[src/cit_cfg.svh]
`ifndef CIT_CFG_SVH
`define CIT_CFG_SVH
// Register offsets on the plain register port
`define CIT_OFS_MODE 3'h0
`define CIT_OFS_CAP_FALL 3'h1
`define CIT_OFS_CAP_RISE 3'h2
`define CIT_OFS_CLK_STOP 3'h3
`define CIT_OFS_PIN_CTRL 3'h4
`define CIT_OFS_IRQ 3'h5
// Mode register fields
`define CIT_BIT_OVF_HIGH 7
`define CIT_BIT_OVF_LOW 6
`define CIT_BIT_OVERFLOW_IRQ_ENABLE 5
`define CIT_BIT_EDGE_SEL 4
`define CIT_BIT_CLR_HI 3
`define CIT_BIT_CLR_LO 2
`define CIT_BIT_CKS_HI 1
`define CIT_BIT_CKS_LO 0
// Clock stop register, standby release bit
`define CIT_BIT_STANDBY_REL 3
// Pin control register fields
`define CIT_BIT_PIN_FUNC 0
`define CIT_BIT_NOISE_EN 1
`define CIT_BIT_IRQ_EN 2
// Irq register field
`define CIT_BIT_IRQ_FLAG 0
// Reset values and the counter maximum
`define CIT_RST_MODE 8'h00
`define CIT_RST_CLK_STOP 8'hFF
`define CIT_RST_PIN_CTRL 3'h0
`define CIT_RST_COUNT 8'h00
`define CIT_CNT_MAX 8'hFF
`endif

[src/cit_pkg.sv]
package cit_pkg;
	// One register port request
	typedef struct packed {
		logic wr;
		logic rd;
		logic [2:0] addr;
		logic [7:0] wdata;
	} cit_bus_req_t;
	// Counter clear selection
	typedef enum logic [1:0] {
		CIT_CLR_NONE,
		CIT_CLR_FALL,
		CIT_CLR_RISE,
		CIT_CLR_BOTH
	} cit_clr_t;
	// Count clock selection
	typedef enum logic [1:0] {
		CIT_CKS_DIV64,
		CIT_CKS_DIV32,
		CIT_CKS_DIV2,
		CIT_CKS_WDIV4
	} cit_cks_t;
endpackage

[src/cit_timer.sv]
// The address map and the plain strobed port were left to the implementer.
`timescale 1ns/100ps
`include "cit_cfg.svh"

module cit_timer #(
	parameter int FILT_STAGES = 5,
	parameter int PRESC_W = 6
) (
	input wire logic clk,
	input wire logic rst,
	input wire cit_pkg::cit_bus_req_t bus_req,
	output logic [7:0] rd_data,
	output logic irq,
	input wire logic capture_pin,
	input wire logic watch_clk_pin
);

	////////////////////////////////////////////////////////////////////////////////
	// Registers
	logic [7:0] mode_ff;
	logic [7:0] clk_stop_ff;
	logic [2:0] pin_ctrl_ff;
	logic irq_flag_ff;
	logic arm_high_ff;
	logic arm_low_ff;
	logic [7:0] cnt_ff;
	logic [7:0] cap_fall_ff;
	logic [7:0] cap_rise_ff;
	logic [7:0] rd_data_ff;
	logic irq_ff;
	logic [PRESC_W-1:0] presc_ff;
	logic [2:0] wsync_ff;
	logic wlvl_ff;
	logic [1:0] wdiv_ff;
	logic [2:0] csync_ff;
	logic clvl_ff;
	logic sel_prev_ff;
	logic [FILT_STAGES-1:0] latch_ff;
	logic filt_out_ff;
	logic filt_prev_ff;
	logic seen_high_ff;
	logic filt_init_ff;

	////////////////////////////////////////////////////////////////////////////////
	// Field decode
	wire standby_rel = clk_stop_ff[`CIT_BIT_STANDBY_REL];
	wire capture_mode = pin_ctrl_ff[`CIT_BIT_PIN_FUNC];
	wire noise_en = pin_ctrl_ff[`CIT_BIT_NOISE_EN];
	wire irq_en = pin_ctrl_ff[`CIT_BIT_IRQ_EN];
	wire overflow_irq_enable = mode_ff[`CIT_BIT_OVERFLOW_IRQ_ENABLE];
	wire edge_sel = mode_ff[`CIT_BIT_EDGE_SEL];
	wire cit_pkg::cit_clr_t clr_sel = cit_pkg::cit_clr_t'(mode_ff[`CIT_BIT_CLR_HI:`CIT_BIT_CLR_LO]);
	wire cit_pkg::cit_cks_t cks_sel = cit_pkg::cit_cks_t'(mode_ff[`CIT_BIT_CKS_HI:`CIT_BIT_CKS_LO]);

	// Bus decode; the counter has no address on purpose
	wire wr_mode = bus_req.wr && bus_req.addr == `CIT_OFS_MODE;
	wire rd_mode = bus_req.rd && bus_req.addr == `CIT_OFS_MODE;
	wire wr_stop = bus_req.wr && bus_req.addr == `CIT_OFS_CLK_STOP;
	wire wr_pin = bus_req.wr && bus_req.addr == `CIT_OFS_PIN_CTRL;
	wire wr_irq = bus_req.wr && bus_req.addr == `CIT_OFS_IRQ;

	////////////////////////////////////////////////////////////////////////////////
	// Clock sources: free prescaler and a three-stage watch clock synchroniser
	always_ff @(posedge clk) begin
		if (rst) begin
			presc_ff <= '0;
			wsync_ff <= 3'h0;
			wlvl_ff <= 1'b0;
			wdiv_ff <= 2'h0;
		end else begin
			presc_ff <= presc_ff + 1'b1;
			wsync_ff <= {wsync_ff[1:0], watch_clk_pin};
			if (wsync_ff[1] == wsync_ff[2])
				wlvl_ff <= wsync_ff[2];
			if (wsync_ff[2] == wsync_ff[1] && wsync_ff[2] && !wlvl_ff)
				wdiv_ff <= wdiv_ff + 1'b1;
		end
	end

	// Selected count clock level; a switch from high to low counts once, as in silicon
	wire sel_lvl = (cks_sel == cit_pkg::CIT_CKS_DIV64) ? presc_ff[5] :
		(cks_sel == cit_pkg::CIT_CKS_DIV32) ? presc_ff[4] :
		(cks_sel == cit_pkg::CIT_CKS_DIV2) ? presc_ff[0] : wdiv_ff[1];
	wire sel_rise = sel_lvl && !sel_prev_ff;
	wire cnt_tick = !sel_lvl && sel_prev_ff && standby_rel;
	// Filter samples every cycle outside standby unless noise filtering picks the count clock
	wire samp_tick = standby_rel && (noise_en ? sel_rise : 1'b1);

	////////////////////////////////////////////////////////////////////////////////
	// Capture pin synchroniser; level changes once stages two and three agree
	always_ff @(posedge clk) begin
		if (rst) begin
			csync_ff <= 3'h0;
			clvl_ff <= 1'b0;
			sel_prev_ff <= 1'b0;
		end else begin
			csync_ff <= {csync_ff[1:0], capture_pin};
			if (csync_ff[1] == csync_ff[2])
				clvl_ff <= csync_ff[2];
			sel_prev_ff <= sel_lvl;
		end
	end

	////////////////////////////////////////////////////////////////////////////////
	// Noise filter latch chain
	genvar gi;
	generate
		for (gi = 0; gi < FILT_STAGES; gi++) begin : g_latch
			always_ff @(posedge clk) begin
				if (rst)
					latch_ff[gi] <= 1'b0;
				else if (samp_tick)
					latch_ff[gi] <= (gi == 0) ? clvl_ff : latch_ff[(gi == 0) ? 0 : gi-1];
			end
		end
	endgenerate

	wire all_high = &latch_ff;
	wire all_low = ~|latch_ff;

	// Output moves only on full agreement, so an edge arrives five samples late
	always_ff @(posedge clk) begin
		if (rst) begin
			filt_out_ff <= 1'b0;
			filt_prev_ff <= 1'b0;
			seen_high_ff <= 1'b0;
			filt_init_ff <= 1'b0;
		end else begin
			if (all_high)
				filt_out_ff <= 1'b1;
			else if (all_low)
				filt_out_ff <= 1'b0;
			filt_prev_ff <= filt_out_ff;
			if (latch_ff[0])
				seen_high_ff <= 1'b1; // A high must reach the chain, not only the pin
			// Arming once the output sits low keeps the first fall from looking like an edge
			if (seen_high_ff && all_low && !filt_out_ff)
				filt_init_ff <= 1'b1;
		end
	end

	// Edges count only in capture mode and after initialisation
	wire edge_ok = filt_init_ff && capture_mode;
	wire rise_evt = edge_ok && filt_out_ff && !filt_prev_ff;
	wire fall_evt = edge_ok && !filt_out_ff && filt_prev_ff;
	wire clr_evt = (rise_evt && mode_ff[`CIT_BIT_CLR_HI]) || (fall_evt && mode_ff[`CIT_BIT_CLR_LO]);

	////////////////////////////////////////////////////////////////////////////////
	// Counter and capture registers
	wire wrap = cnt_tick && cnt_ff == `CIT_CNT_MAX && !clr_evt;
	wire set_high = wrap && capture_mode && filt_out_ff;
	wire set_low = wrap && !(capture_mode && filt_out_ff);

	always_ff @(posedge clk) begin
		if (rst) begin
			cnt_ff <= `CIT_RST_COUNT;
			cap_fall_ff <= `CIT_RST_COUNT;
			cap_rise_ff <= `CIT_RST_COUNT;
		end else begin
			if (clr_evt)
				cnt_ff <= `CIT_RST_COUNT;
			else if (cnt_tick)
				cnt_ff <= cnt_ff + 1'b1;
			if (rise_evt)
				cap_rise_ff <= cnt_ff;
			if (fall_evt)
				cap_fall_ff <= cnt_ff;
		end
	end

	////////////////////////////////////////////////////////////////////////////////
	// Overflow flags: a read of one arms the clear, a set beats a clear
	wire clr_high = wr_mode && !bus_req.wdata[`CIT_BIT_OVF_HIGH] && arm_high_ff;
	wire clr_low = wr_mode && !bus_req.wdata[`CIT_BIT_OVF_LOW] && arm_low_ff;
	wire nxt_ovf_high = set_high || (mode_ff[`CIT_BIT_OVF_HIGH] && !clr_high);
	wire nxt_ovf_low = set_low || (mode_ff[`CIT_BIT_OVF_LOW] && !clr_low);
	wire [5:0] nxt_mode_ctl = wr_mode ? bus_req.wdata[5:0] : mode_ff[5:0];

	always_ff @(posedge clk) begin
		if (rst) begin
			mode_ff <= `CIT_RST_MODE;
			arm_high_ff <= 1'b0;
			arm_low_ff <= 1'b0;
			clk_stop_ff <= `CIT_RST_CLK_STOP;
			pin_ctrl_ff <= `CIT_RST_PIN_CTRL;
		end else begin
			mode_ff <= {nxt_ovf_high, nxt_ovf_low, nxt_mode_ctl};
			if (rd_mode) begin
				arm_high_ff <= mode_ff[`CIT_BIT_OVF_HIGH];
				arm_low_ff <= mode_ff[`CIT_BIT_OVF_LOW];
			end else if (wr_mode) begin
				arm_high_ff <= 1'b0;
				arm_low_ff <= 1'b0;
			end
			if (wr_stop)
				clk_stop_ff <= bus_req.wdata;
			if (wr_pin)
				pin_ctrl_ff <= bus_req.wdata[2:0];
		end
	end

	////////////////////////////////////////////////////////////////////////////////
	// Timer request flag; an edge or an overflow in the clearing cycle still lands
	wire cap_irq_evt = edge_sel ? fall_evt : rise_evt;
	wire ovf_irq_evt = overflow_irq_enable && (set_high || set_low);
	wire irq_clr = wr_irq && !bus_req.wdata[`CIT_BIT_IRQ_FLAG];
	wire nxt_irq_flag = cap_irq_evt || ovf_irq_evt || (irq_flag_ff && !irq_clr);

	always_ff @(posedge clk) begin
		if (rst) begin
			irq_flag_ff <= 1'b0;
			irq_ff <= 1'b0;
		end else begin
			irq_flag_ff <= nxt_irq_flag;
			irq_ff <= nxt_irq_flag && irq_en;
		end
	end

	////////////////////////////////////////////////////////////////////////////////
	// Read data, valid the cycle after the read strobe; unmapped reads give zero
	wire [7:0] rd_mux = (bus_req.addr == `CIT_OFS_MODE) ? mode_ff :
		(bus_req.addr == `CIT_OFS_CAP_FALL) ? cap_fall_ff :
		(bus_req.addr == `CIT_OFS_CAP_RISE) ? cap_rise_ff :
		(bus_req.addr == `CIT_OFS_CLK_STOP) ? clk_stop_ff :
		(bus_req.addr == `CIT_OFS_PIN_CTRL) ? {5'h00, pin_ctrl_ff} :
		(bus_req.addr == `CIT_OFS_IRQ) ? {7'h00, irq_flag_ff} : 8'h00;

	always_ff @(posedge clk) begin
		if (rst)
			rd_data_ff <= 8'h00;
		else
			rd_data_ff <= bus_req.rd ? rd_mux : 8'h00;
	end

	assign rd_data = rd_data_ff;
	assign irq = irq_ff;

	////////////////////////////////////////////////////////////////////////////////
	// Checks
	no_sw_set_a: assert property (@(posedge clk) disable iff (rst)
		(wr_mode && bus_req.wdata[7] && !mode_ff[7] && !set_high) |=> !mode_ff[7])
		else $error("overflow high flag set by software");

	ovf_high_a: assert property (@(posedge clk) disable iff (rst)
		(wrap && capture_mode && filt_out_ff) |=> mode_ff[7] && cnt_ff == 8'h00)
		else $error("high overflow not flagged");

	ovf_low_a: assert property (@(posedge clk) disable iff (rst)
		(wrap && !capture_mode) |=> mode_ff[6] && cnt_ff == 8'h00)
		else $error("low overflow not flagged in interval mode");

	clr_armed_a: assert property (@(posedge clk) disable iff (rst)
		(mode_ff[6] && wr_mode && !arm_low_ff) |=> mode_ff[6])
		else $error("low flag cleared without prior read");

	overflow_irq_enable_gate_a: assert property (@(posedge clk) disable iff (rst)
		(!overflow_irq_enable && !irq_flag_ff && wrap && !cap_irq_evt) |=> !irq_flag_ff)
		else $error("overflow request while disabled");

	edge_irq_a: assert property (@(posedge clk) disable iff (rst)
		(edge_sel ? fall_evt : rise_evt) |=> irq_flag_ff && irq == $past(irq_en))
		else $error("selected edge did not raise request");

	rise_clear_a: assert property (@(posedge clk) disable iff (rst)
		(rise_evt && clr_sel == cit_pkg::CIT_CLR_RISE) |=> cnt_ff == 8'h00)
		else $error("rising edge did not clear counter");

	filt_hold_a: assert property (@(posedge clk) disable iff (rst)
		(!all_high && !all_low) |=> $stable(filt_out_ff))
		else $error("filter output moved without agreement");

	cap_copy_a: assert property (@(posedge clk) disable iff (rst)
		fall_evt |=> cap_fall_ff == $past(cnt_ff))
		else $error("falling capture missed");

	standby_a: assert property (@(posedge clk) disable iff (rst)
		(!standby_rel && !clr_evt) |=> $stable(cnt_ff))
		else $error("counter moved in standby");

	no_sw_low_a: assert property (@(posedge clk) disable iff (rst)
		(wr_mode && bus_req.wdata[6] && !mode_ff[6] && !set_low) |=> !mode_ff[6])
		else $error("overflow low flag set by software");

	ovf_low_cap_a: assert property (@(posedge clk) disable iff (rst)
		(wrap && capture_mode && !filt_out_ff) |=> mode_ff[6])
		else $error("low overflow not flagged in capture mode");

	ovf_irq_a: assert property (@(posedge clk) disable iff (rst)
		(overflow_irq_enable && wrap) |=> irq_flag_ff)
		else $error("enabled overflow did not raise request");

	interval_only_a: assert property (@(posedge clk) disable iff (rst)
		(wrap && !capture_mode && !mode_ff[7]) |=> !mode_ff[7])
		else $error("high flag set in interval mode");

	fall_clear_a: assert property (@(posedge clk) disable iff (rst)
		(fall_evt && mode_ff[`CIT_BIT_CLR_LO]) |=> cnt_ff == 8'h00)
		else $error("falling edge did not clear counter");

	no_clear_a: assert property (@(posedge clk) disable iff (rst)
		(clr_sel == cit_pkg::CIT_CLR_NONE && !cnt_tick) |=> $stable(cnt_ff))
		else $error("counter changed with clearing disabled");

	set_wins_a: assert property (@(posedge clk) disable iff (rst)
		(set_low && wr_mode && !bus_req.wdata[6]) |=> mode_ff[6])
		else $error("overflow lost to a clearing write");

	irq_level_a: assert property (@(posedge clk) disable iff (rst)
		irq |-> irq_flag_ff && $past(irq_en))
		else $error("interrupt without flag or enable");

	mode_gate_a: assert property (@(posedge clk) disable iff (rst)
		!capture_mode |=> $stable(cap_rise_ff) && $stable(cap_fall_ff))
		else $error("capture taken in interval mode");

	init_gate_a: assert property (@(posedge clk) disable iff (rst)
		!filt_init_ff |=> $stable(cap_rise_ff) && $stable(cap_fall_ff))
		else $error("capture taken before filter initialised");

	init_low_a: assert property (@(posedge clk) disable iff (rst)
		$rose(filt_init_ff) |-> $past(all_low) && !filt_out_ff)
		else $error("filter initialised without low samples");

	filt_rise_a: assert property (@(posedge clk) disable iff (rst)
		$rose(filt_out_ff) |-> $past(all_high))
		else $error("filter rose before five high samples");

	filt_fall_a: assert property (@(posedge clk) disable iff (rst)
		$fell(filt_out_ff) |-> $past(all_low))
		else $error("filter fell before five low samples");

	samp_hold_a: assert property (@(posedge clk) disable iff (rst)
		(noise_en && !sel_rise) |=> $stable(latch_ff))
		else $error("filter sampled off the count clock edge");

	samp_sys_a: assert property (@(posedge clk) disable iff (rst)
		(!noise_en && standby_rel) |=> latch_ff[0] == $past(clvl_ff))
		else $error("filter missed a system clock sample");

	standby_filt_a: assert property (@(posedge clk) disable iff (rst)
		!standby_rel |=> $stable(latch_ff))
		else $error("filter sampled in standby");

	rise_copy_a: assert property (@(posedge clk) disable iff (rst)
		rise_evt |=> cap_rise_ff == $past(cnt_ff))
		else $error("rising capture missed");

	// Checked without the reset guard, at the first edge that sees reset low
	reset_val_a: assert property (@(posedge clk)
		$fell(rst) |-> mode_ff == `CIT_RST_MODE && cnt_ff == `CIT_RST_COUNT &&
		cap_rise_ff == `CIT_RST_COUNT && cap_fall_ff == `CIT_RST_COUNT)
		else $error("registers not at reset values");

endmodule // cit_timer

[config.mk]
export PLATFORM = sky130hd
export DESIGN_NAME = cit_timer
export DESIGN_NICKNAME = d
export VERILOG_FILES = /design/src/cit_pkg.sv /design/src/cit_timer.sv
export VERILOG_INCLUDE_DIRS = /design/src
export SDC_FILE = /design/constraint.sdc
export NUM_CORES = 1
export LEC_CHECK = 0
export BUFFER_PORTS_ARGS = -buffer_cell sky130_fd_sc_hd__buf_2
export CORE_AREA = 2 2 90 92
export DETAILED_ROUTE_END_ITERATION = 10
export DIE_AREA = 0 0 92 94
export HOLD_SLACK_MARGIN = 0.06
export PLACE_DENSITY = 0.61
export SLEW_MARGIN = 40
export SYNTH_ARGS = -nofsm -noshare
export SYNTH_HDL_FRONTEND = slang
export SYNTH_SLANG_ARGS = --single-unit
[constraint.sdc]
create_clock -name clk -period 2.1 [get_ports clk]
set_input_delay 0.525 -clock clk [delete_from_list [all_inputs] [get_ports clk]]
set_output_delay 0.525 -clock clk [all_outputs]
set_load 0.005 [all_outputs]
==> results of run 1 <==
critical path, delay by kind of cell, from the launching register on:
| kind | cells | cell delay, ns |
|---|---|---|
| AOI/OAI and AO/OA | 1 | 0.16 |
| muxes | 1 | 0.65 |
| DFF | 1 | 0.46 |
| and+or+nand+nor | 2 | 0.55 |
through the flow:
step / setup slack [ns] / cell area [um2] / hold WS, ns
floorplan: 0.212 / 3350 / 0.414
CTS: 0.215 / 3790 / 0.368
finish: 0.227 / 3790 / 0.379
detailed placement: 0.219 / 3570 / 0.429
global placement: 0.230 / 3570 / 0.428
global route: 0.100 / 3790 / 0.377
path summary, 6_finish.rpt:
path                               startpoint          end  slack (ns)  cells after the start
worst max-delay path               mode_ff[1]          irq        0.23                      4
worst min-delay path            watch_clk_pin  wsync_ff[0]        0.38                      2
worst max register to register     mode_ff[1]          irq        0.23                      4
worst min register to register    wsync_ff[0]  wsync_ff[1]        0.44                      1
Yosys cell counts, types with 2 or more instances:
master / number
xor2_1: 3
xnor2_1: 10
clkbuf_1: 14
a22oi_1: 6
mux2i_1: 13
o22ai_1: 2
nand4b_1: 3
nor3b_1: 4
nand3_1: 13
ha_1: 3
nand4_1: 4
mux2_2: 6
nor4_1: 2
and2_1: 7
buf_2: 2
nand2b_1: 5
nor3_1: 4
nor2b_1: 16
dfxtp_1: 81
inv_1: 2
a21oi_1: 29
o21ai_0: 12
nor2_1: 30
and3_1: 2
nand2_1: 68
a32oi_1: 2
nor2_2: 2
nand3b_1: 11
buf_1: 3
routing by layer:
metal  part of all wire (%)  global-route usage (%)
met3                    4.5                    2.89
met2                     45                    28.6
met1                     48                    23.9
met4                    2.3                    8.71
met5                      0                       0
where the power goes:
| group | leakage (nW) | total (mW) | switching [mW] | internal, mW |
|---|---|---|---|---|
| combinational | 0.638 | 0.157 | 0.0906 | 0.0666 |
| sequential | 0.656 | 1.57 | 0.0148 | 1.56 |
| clock | 0.109 | 1.25 | 0.578 | 0.669 |
area by class of cell:
class | instances | area (um2)
Clock inverter | 7 | 95.1
Timing Repair Buffer | 33 | 185
Fill cell | 740 | 3820
Multi-Input combinational cell | 271 | 1630
Sequential cell | 81 | 1620
Inverter | 2 | 7.51
Tap cell | 102 | 128
Clock buffer | 9 | 124
flip-flops by register name (all words and copies together), names as in the netlist:
signal,count
irq,1
presc_ff,6
cap_rise_ff,8
irq_flag_ff,1
wsync_ff,3
cnt_ff,8
latch_ff,5
mode_ff,8
sel_prev_ff,1
filt_init_ff,1
wdiv_ff,2
wlvl_ff,1
cap_fall_ff,8
arm_low_ff,1
arm_high_ff,1
csync_ff,3
rd_data,8
clk_stop_ff,8
filt_out_ff,1
pin_ctrl_ff,3
seen_high_ff,1
filt_prev_ff,1
clvl_ff,1
cells by family (layout without fill, tap and decap cells):
family | Yosys count | in the layout | synth area share [%]
AND/OR/NAND/NOR | 175 | 175 | 26.2
flip-flops | 81 | 81 | 48.5
AO/OA/AOI/OAI | 59 | 59 | 10.5
buffers and inverters | 23 | 51 | 2.92
multiplexers | 21 | 21 | 7.37
XOR/XNOR | 13 | 13 | 3.40
adder cells (fa/ha/maj) | 3 | 3 | 1.12
cells in the final DEF (no fill, tap or decap), types with 2 or more instances in the layout:
master,Yosys,final
nand2b_1,5,5
nor3b_1,4,4
bufinv_16,0,2
clkbuf_8,0,9
xnor2_1,10,10
nor2_2,2,2
nor2b_1,16,16
o22ai_1,2,2
o21ai_0,12,12
ha_1,3,3
nor4_1,2,2
clkinv_2,0,2
nand4b_1,3,3
dfxtp_1,81,81
nor2_1,30,30
buf_4,0,8
and2_1,7,7
nand4_1,4,4
xor2_1,3,3
mux2_2,6,6
nand2_1,68,68
and3_1,2,2
a21oi_1,29,29
nand3_1,13,13
a22oi_1,6,6
buf_2,2,25
mux2i_1,13,13
clkinv_4,0,2
a32oi_1,2,2
inv_1,2,2
nand3b_1,11,11
nor3_1,4,4
==> out/metrics.cfg, run 1 <==
[timing]
fin_skew_ns = 0.00807
maxSlewHeadroom_pct = 68.3
fmax_ghz = 0.534
hold_violations = 0
finalSetupTns_ns = 0
slew_viol_final = 0
fin_crit_sh_pct = 89.2
finalSetupViolations = 0
worst_pin_slew_ns = 0.472
timing.final.crit_period_ns = 1.87
rsz0062_at_grt = no

[clock_tree]
cts.sinks = 81
cts-buffers-inserted = 9
cts-root-buf = clkbuf_8
cts_tree = built
hold_buffers = 0
clk_latency_ns = 0.35
htreeDepth = 3
post_cts_resized = 0
postCtsSetupRepairBufs = 0
clk_pin_slew_ns = 0.08
clockBufferDepth = 2

[synth]
synth_top_area_share_pct = 48.5
synth_area_leader_cell = dfxtp_1
synthArstFlopShare_pct = 0
synthTopCellsByArea = dfxtp_1 (48%), nand2_1 (7.6%), a21oi_1 (4.3%), mux2i_1 (3.9%), nor2_1 (3.4%)
synth_edf_count = 0
ys.flop_type = dfxtp_1
seq_area_frac_synth_pct = 48.5
yosys.cell_types.count = 45
netlist_area_mm2 = 0.00335
yosys_warnings = 0
syn-num-nets = 395
syn_inst = 375
ys_ff_latch = 81
syn_area_per_cell_um2 = 8.92

[worst_setup_path]
critPathLaunchType = flip-flop
crit_arrival_ns = 2.17
end_kind = flip-flop
cp_max_fo = 9
crit_chain = mux4_2 -> nor4_4 -> nand4_1 -> a21oi_1
cp_slowest_cell = mux4_2
max_stage_delay_ns = 0.65
worstPathRequired_ns = 2.39
critPathKind = reg2reg

[die]
core-area_mm2 = 0.00761
fp.dieW_um = 92
ios = 26
rows = 32
initial_core_util_pct = 44.0
die_h_um = 94
dieArea_mm2 = 0.00865

[power_and_ir_drop]
total_power_mw = 2.98
total_leakage_power_nw = 1.40
powerDensity_mw_per_mm2 = 786
ir_drop_v = 0.000452

[place]
io_buffers = 25
place.gp.congestion = 0.810
dp_cells = 489
place_hpwl_um = 5020

[final_layout]
diodes = 0
layout.cells.non_filler = 505
drive_gt1_share_pct = 15.4
final_util_pct = 49.8
area_growth_pct = 13.2
nets = 418

[worst_hold_path]
hp-class = in2reg

[detailed_routing]
drc = 0
wl_per_cell_um = 14.1
vias = 2588
viasPerCell = 5.12
detail-route-antenna-nets = 0
dr.pass1.iters = 5
drt_iter0_markers = 143
drt_wl_total_um = 7120

[global_routing]
grt_max_degree = 34
antenna_found_initial = 0
grt_pass1_wl_um = 12100
grt_overflow_total = 0
grt_pass1_vias = 2462
grt.total_usage_pct = 18.0

[job]
maxCapViolCount = 0

[run_status]
outcome = finished, final reports clean

No activity file was read; power rests on OpenSTA's default activity.
==> run 2, diff against run 1 <==
- PLACE_DENSITY: 0.61 -> unset
==> out/metrics.cfg, run 2 (synthesis gave the netlist of run 1 again) <==
[final_layout]
nets = 422  ; +0.96%
area_growth_pct = 13.0
diodes = 0  ; unchanged
drive_gt1_share_pct = 16.0  ; +0.59 points
final_cell_mix = dfxtp_1 (81), nand2_1 (68), nor2_1 (30)
mostFrequentLayoutCell = dfxtp_1

[power_and_ir_drop]
powerDensity_mw_per_mm2 = 732  ; -6.9%
ir_drop_v = 0.000358  ; -21%
total_power_mw = 2.77  ; -7.1%
total_leakage_power_nw = 1.40  ; -0.40%

[timing]
rsz0062_at_grt = no
fmax_ghz = 0.525  ; -1.7%
worst_pin_slew_ns = 0.504  ; +0.0316 ns
hold_violations = 0  ; unchanged
hold_slack_ns = 0.384  ; +0.00464 ns
maxSlewHeadroom_pct = 66.2  ; -2.1 points
finalSetupViolations = 0  ; unchanged
finalSetupTns_ns = 0  ; unchanged
fin_skew_ns = 0.00648  ; -0.00159 ns
timing.final.crit_period_ns = 1.91  ; +0.0332 ns
fin_crit_sh_pct = 90.8  ; +1.6 points
slew_viol_final = 0  ; unchanged

[worst_hold_path]
hp-class = in2reg

[die]
ios = 26  ; unchanged
core-area_mm2 = 0.00761  ; unchanged
fp.dieW_um = 92  ; unchanged
initial_core_util_pct = 44.0  ; unchanged
rows = 32  ; unchanged
die_h_um = 94  ; unchanged
dieArea_mm2 = 0.00865  ; unchanged

[worst_setup_path]
cp_max_fo = 9  ; unchanged
worstPathRequired_ns = 2.38  ; about the same
critPathLaunchType = flip-flop
crit_arrival_ns = 2.18  ; about the same
critPathKind = reg2reg
end_kind = flip-flop

[detailed_routing]
drc = 0  ; unchanged
drt_iter0_markers = 130  ; -9.1%
vias = 2613  ; +0.97%
detail-route-antenna-nets = 0  ; unchanged
drt_wl_total_um = 7270  ; +2.1%
dr.pass1.iters = 5  ; unchanged
wl_per_cell_um = 14.3  ; +1.3%
viasPerCell = 5.13  ; +0.17%

[clock_tree]
cts-buffers-inserted = 9  ; unchanged
clk_latency_ns = 0.35  ; about the same
htreeDepth = 3  ; unchanged
postCtsSetupRepairBufs = 0  ; unchanged
cts-root-buf = clkbuf_8
clk_pin_slew_ns = 0.08  ; about the same
hold_buffers = 0  ; unchanged
post_cts_resized = 0  ; unchanged
cts.sinks = 81  ; unchanged
cts_tree = built
clockBufferDepth = 2  ; unchanged

[job]
maxCapViolCount = 0  ; unchanged

[global_routing]
grt_max_degree = 27  ; -21%
grt_pass1_vias = 2505  ; +1.7%
grt_pass1_wl_um = 12200  ; +1.3%
grt.total_usage_pct = 18.3  ; +0.32 points
grt_overflow_total = 0  ; unchanged
antenna_found_initial = 0  ; unchanged

[run_status]
outcome = finished, final reports clean

[place]
place.gp.congestion = 0.776  ; -4.2%
io_buffers = 25  ; unchanged
place_hpwl_um = 5180  ; +3.2%

==> run 2: cell types whose count changed in the layout (fill, tap and decap cells not counted) <==
cell	previous run	this run
clkinvlp_4	1	3
clkinv_4	2	0
buf_4	8	12
clkinv_2	2	1
clkbuf_8	9	11
clkbuf_1	0	1
bufinv_16	2	0
==> run 2: routing by layer <==
layer | wire, um | GRT usage [%] | share of wire (%)
met3 | 356 | 4.17 | 4.9
met5 | 0 | 0 | 0
met2 | 3290 | 28.1 | 45
met1 | 3500 | 24.3 | 48
met4 | 127 | 9.08 | 1.7
==> run 2: cell type report <==
type                    count  area (um2)
inverters                   2        7.51
multi-input cells         271        1630
clock buffers              12         155
fillers                   748        3830
well taps                 102         128
flip-flops and latches     81        1620
clock inverters             4        27.5
repair buffers             37         215
==> run 2: critical path, stage by stage (launching register included) <==
cell     delay [ns]
dfxtp_1        0.46
mux4_2         0.66
nor4_4         0.38
nand4_1        0.17
a21oi_1        0.16
==> run 2: power by group <==
group          leakage (nW)  internal [mW]  total, mW  switching, mW
sequential            0.656           1.56       1.57         0.0153
clock                0.0846          0.492       1.03          0.538
combinational         0.657         0.0706      0.163         0.0927
==> run 2: worst paths after layout <==
kind	startpoint	endpoint	slack [ns]	cells past startpoint
setup reg to reg	mode_ff[1]	irq_flag_ff	0.19	4
hold / removal	watch_clk_pin	wsync_ff[0]	0.38	2
hold reg to reg	csync_ff[0]	csync_ff[1]	0.44	1
setup / recovery	mode_ff[1]	irq_flag_ff	0.19	4
==> run 2: through the flow <==
stage	std cells	setup slack [ns]	utilization, %	instance area [um2]
2_1_floorplan	375	0.212	-	3350
3_3_place_gp	493	0.231	47.3	3600
3_5_place_dp	493	0.211	47.3	3600
4_1_cts	509	0.184	49.7	3780
5_1_grt	509	0.0487	49.7	3780
6_report	509	0.194	49.7	3780
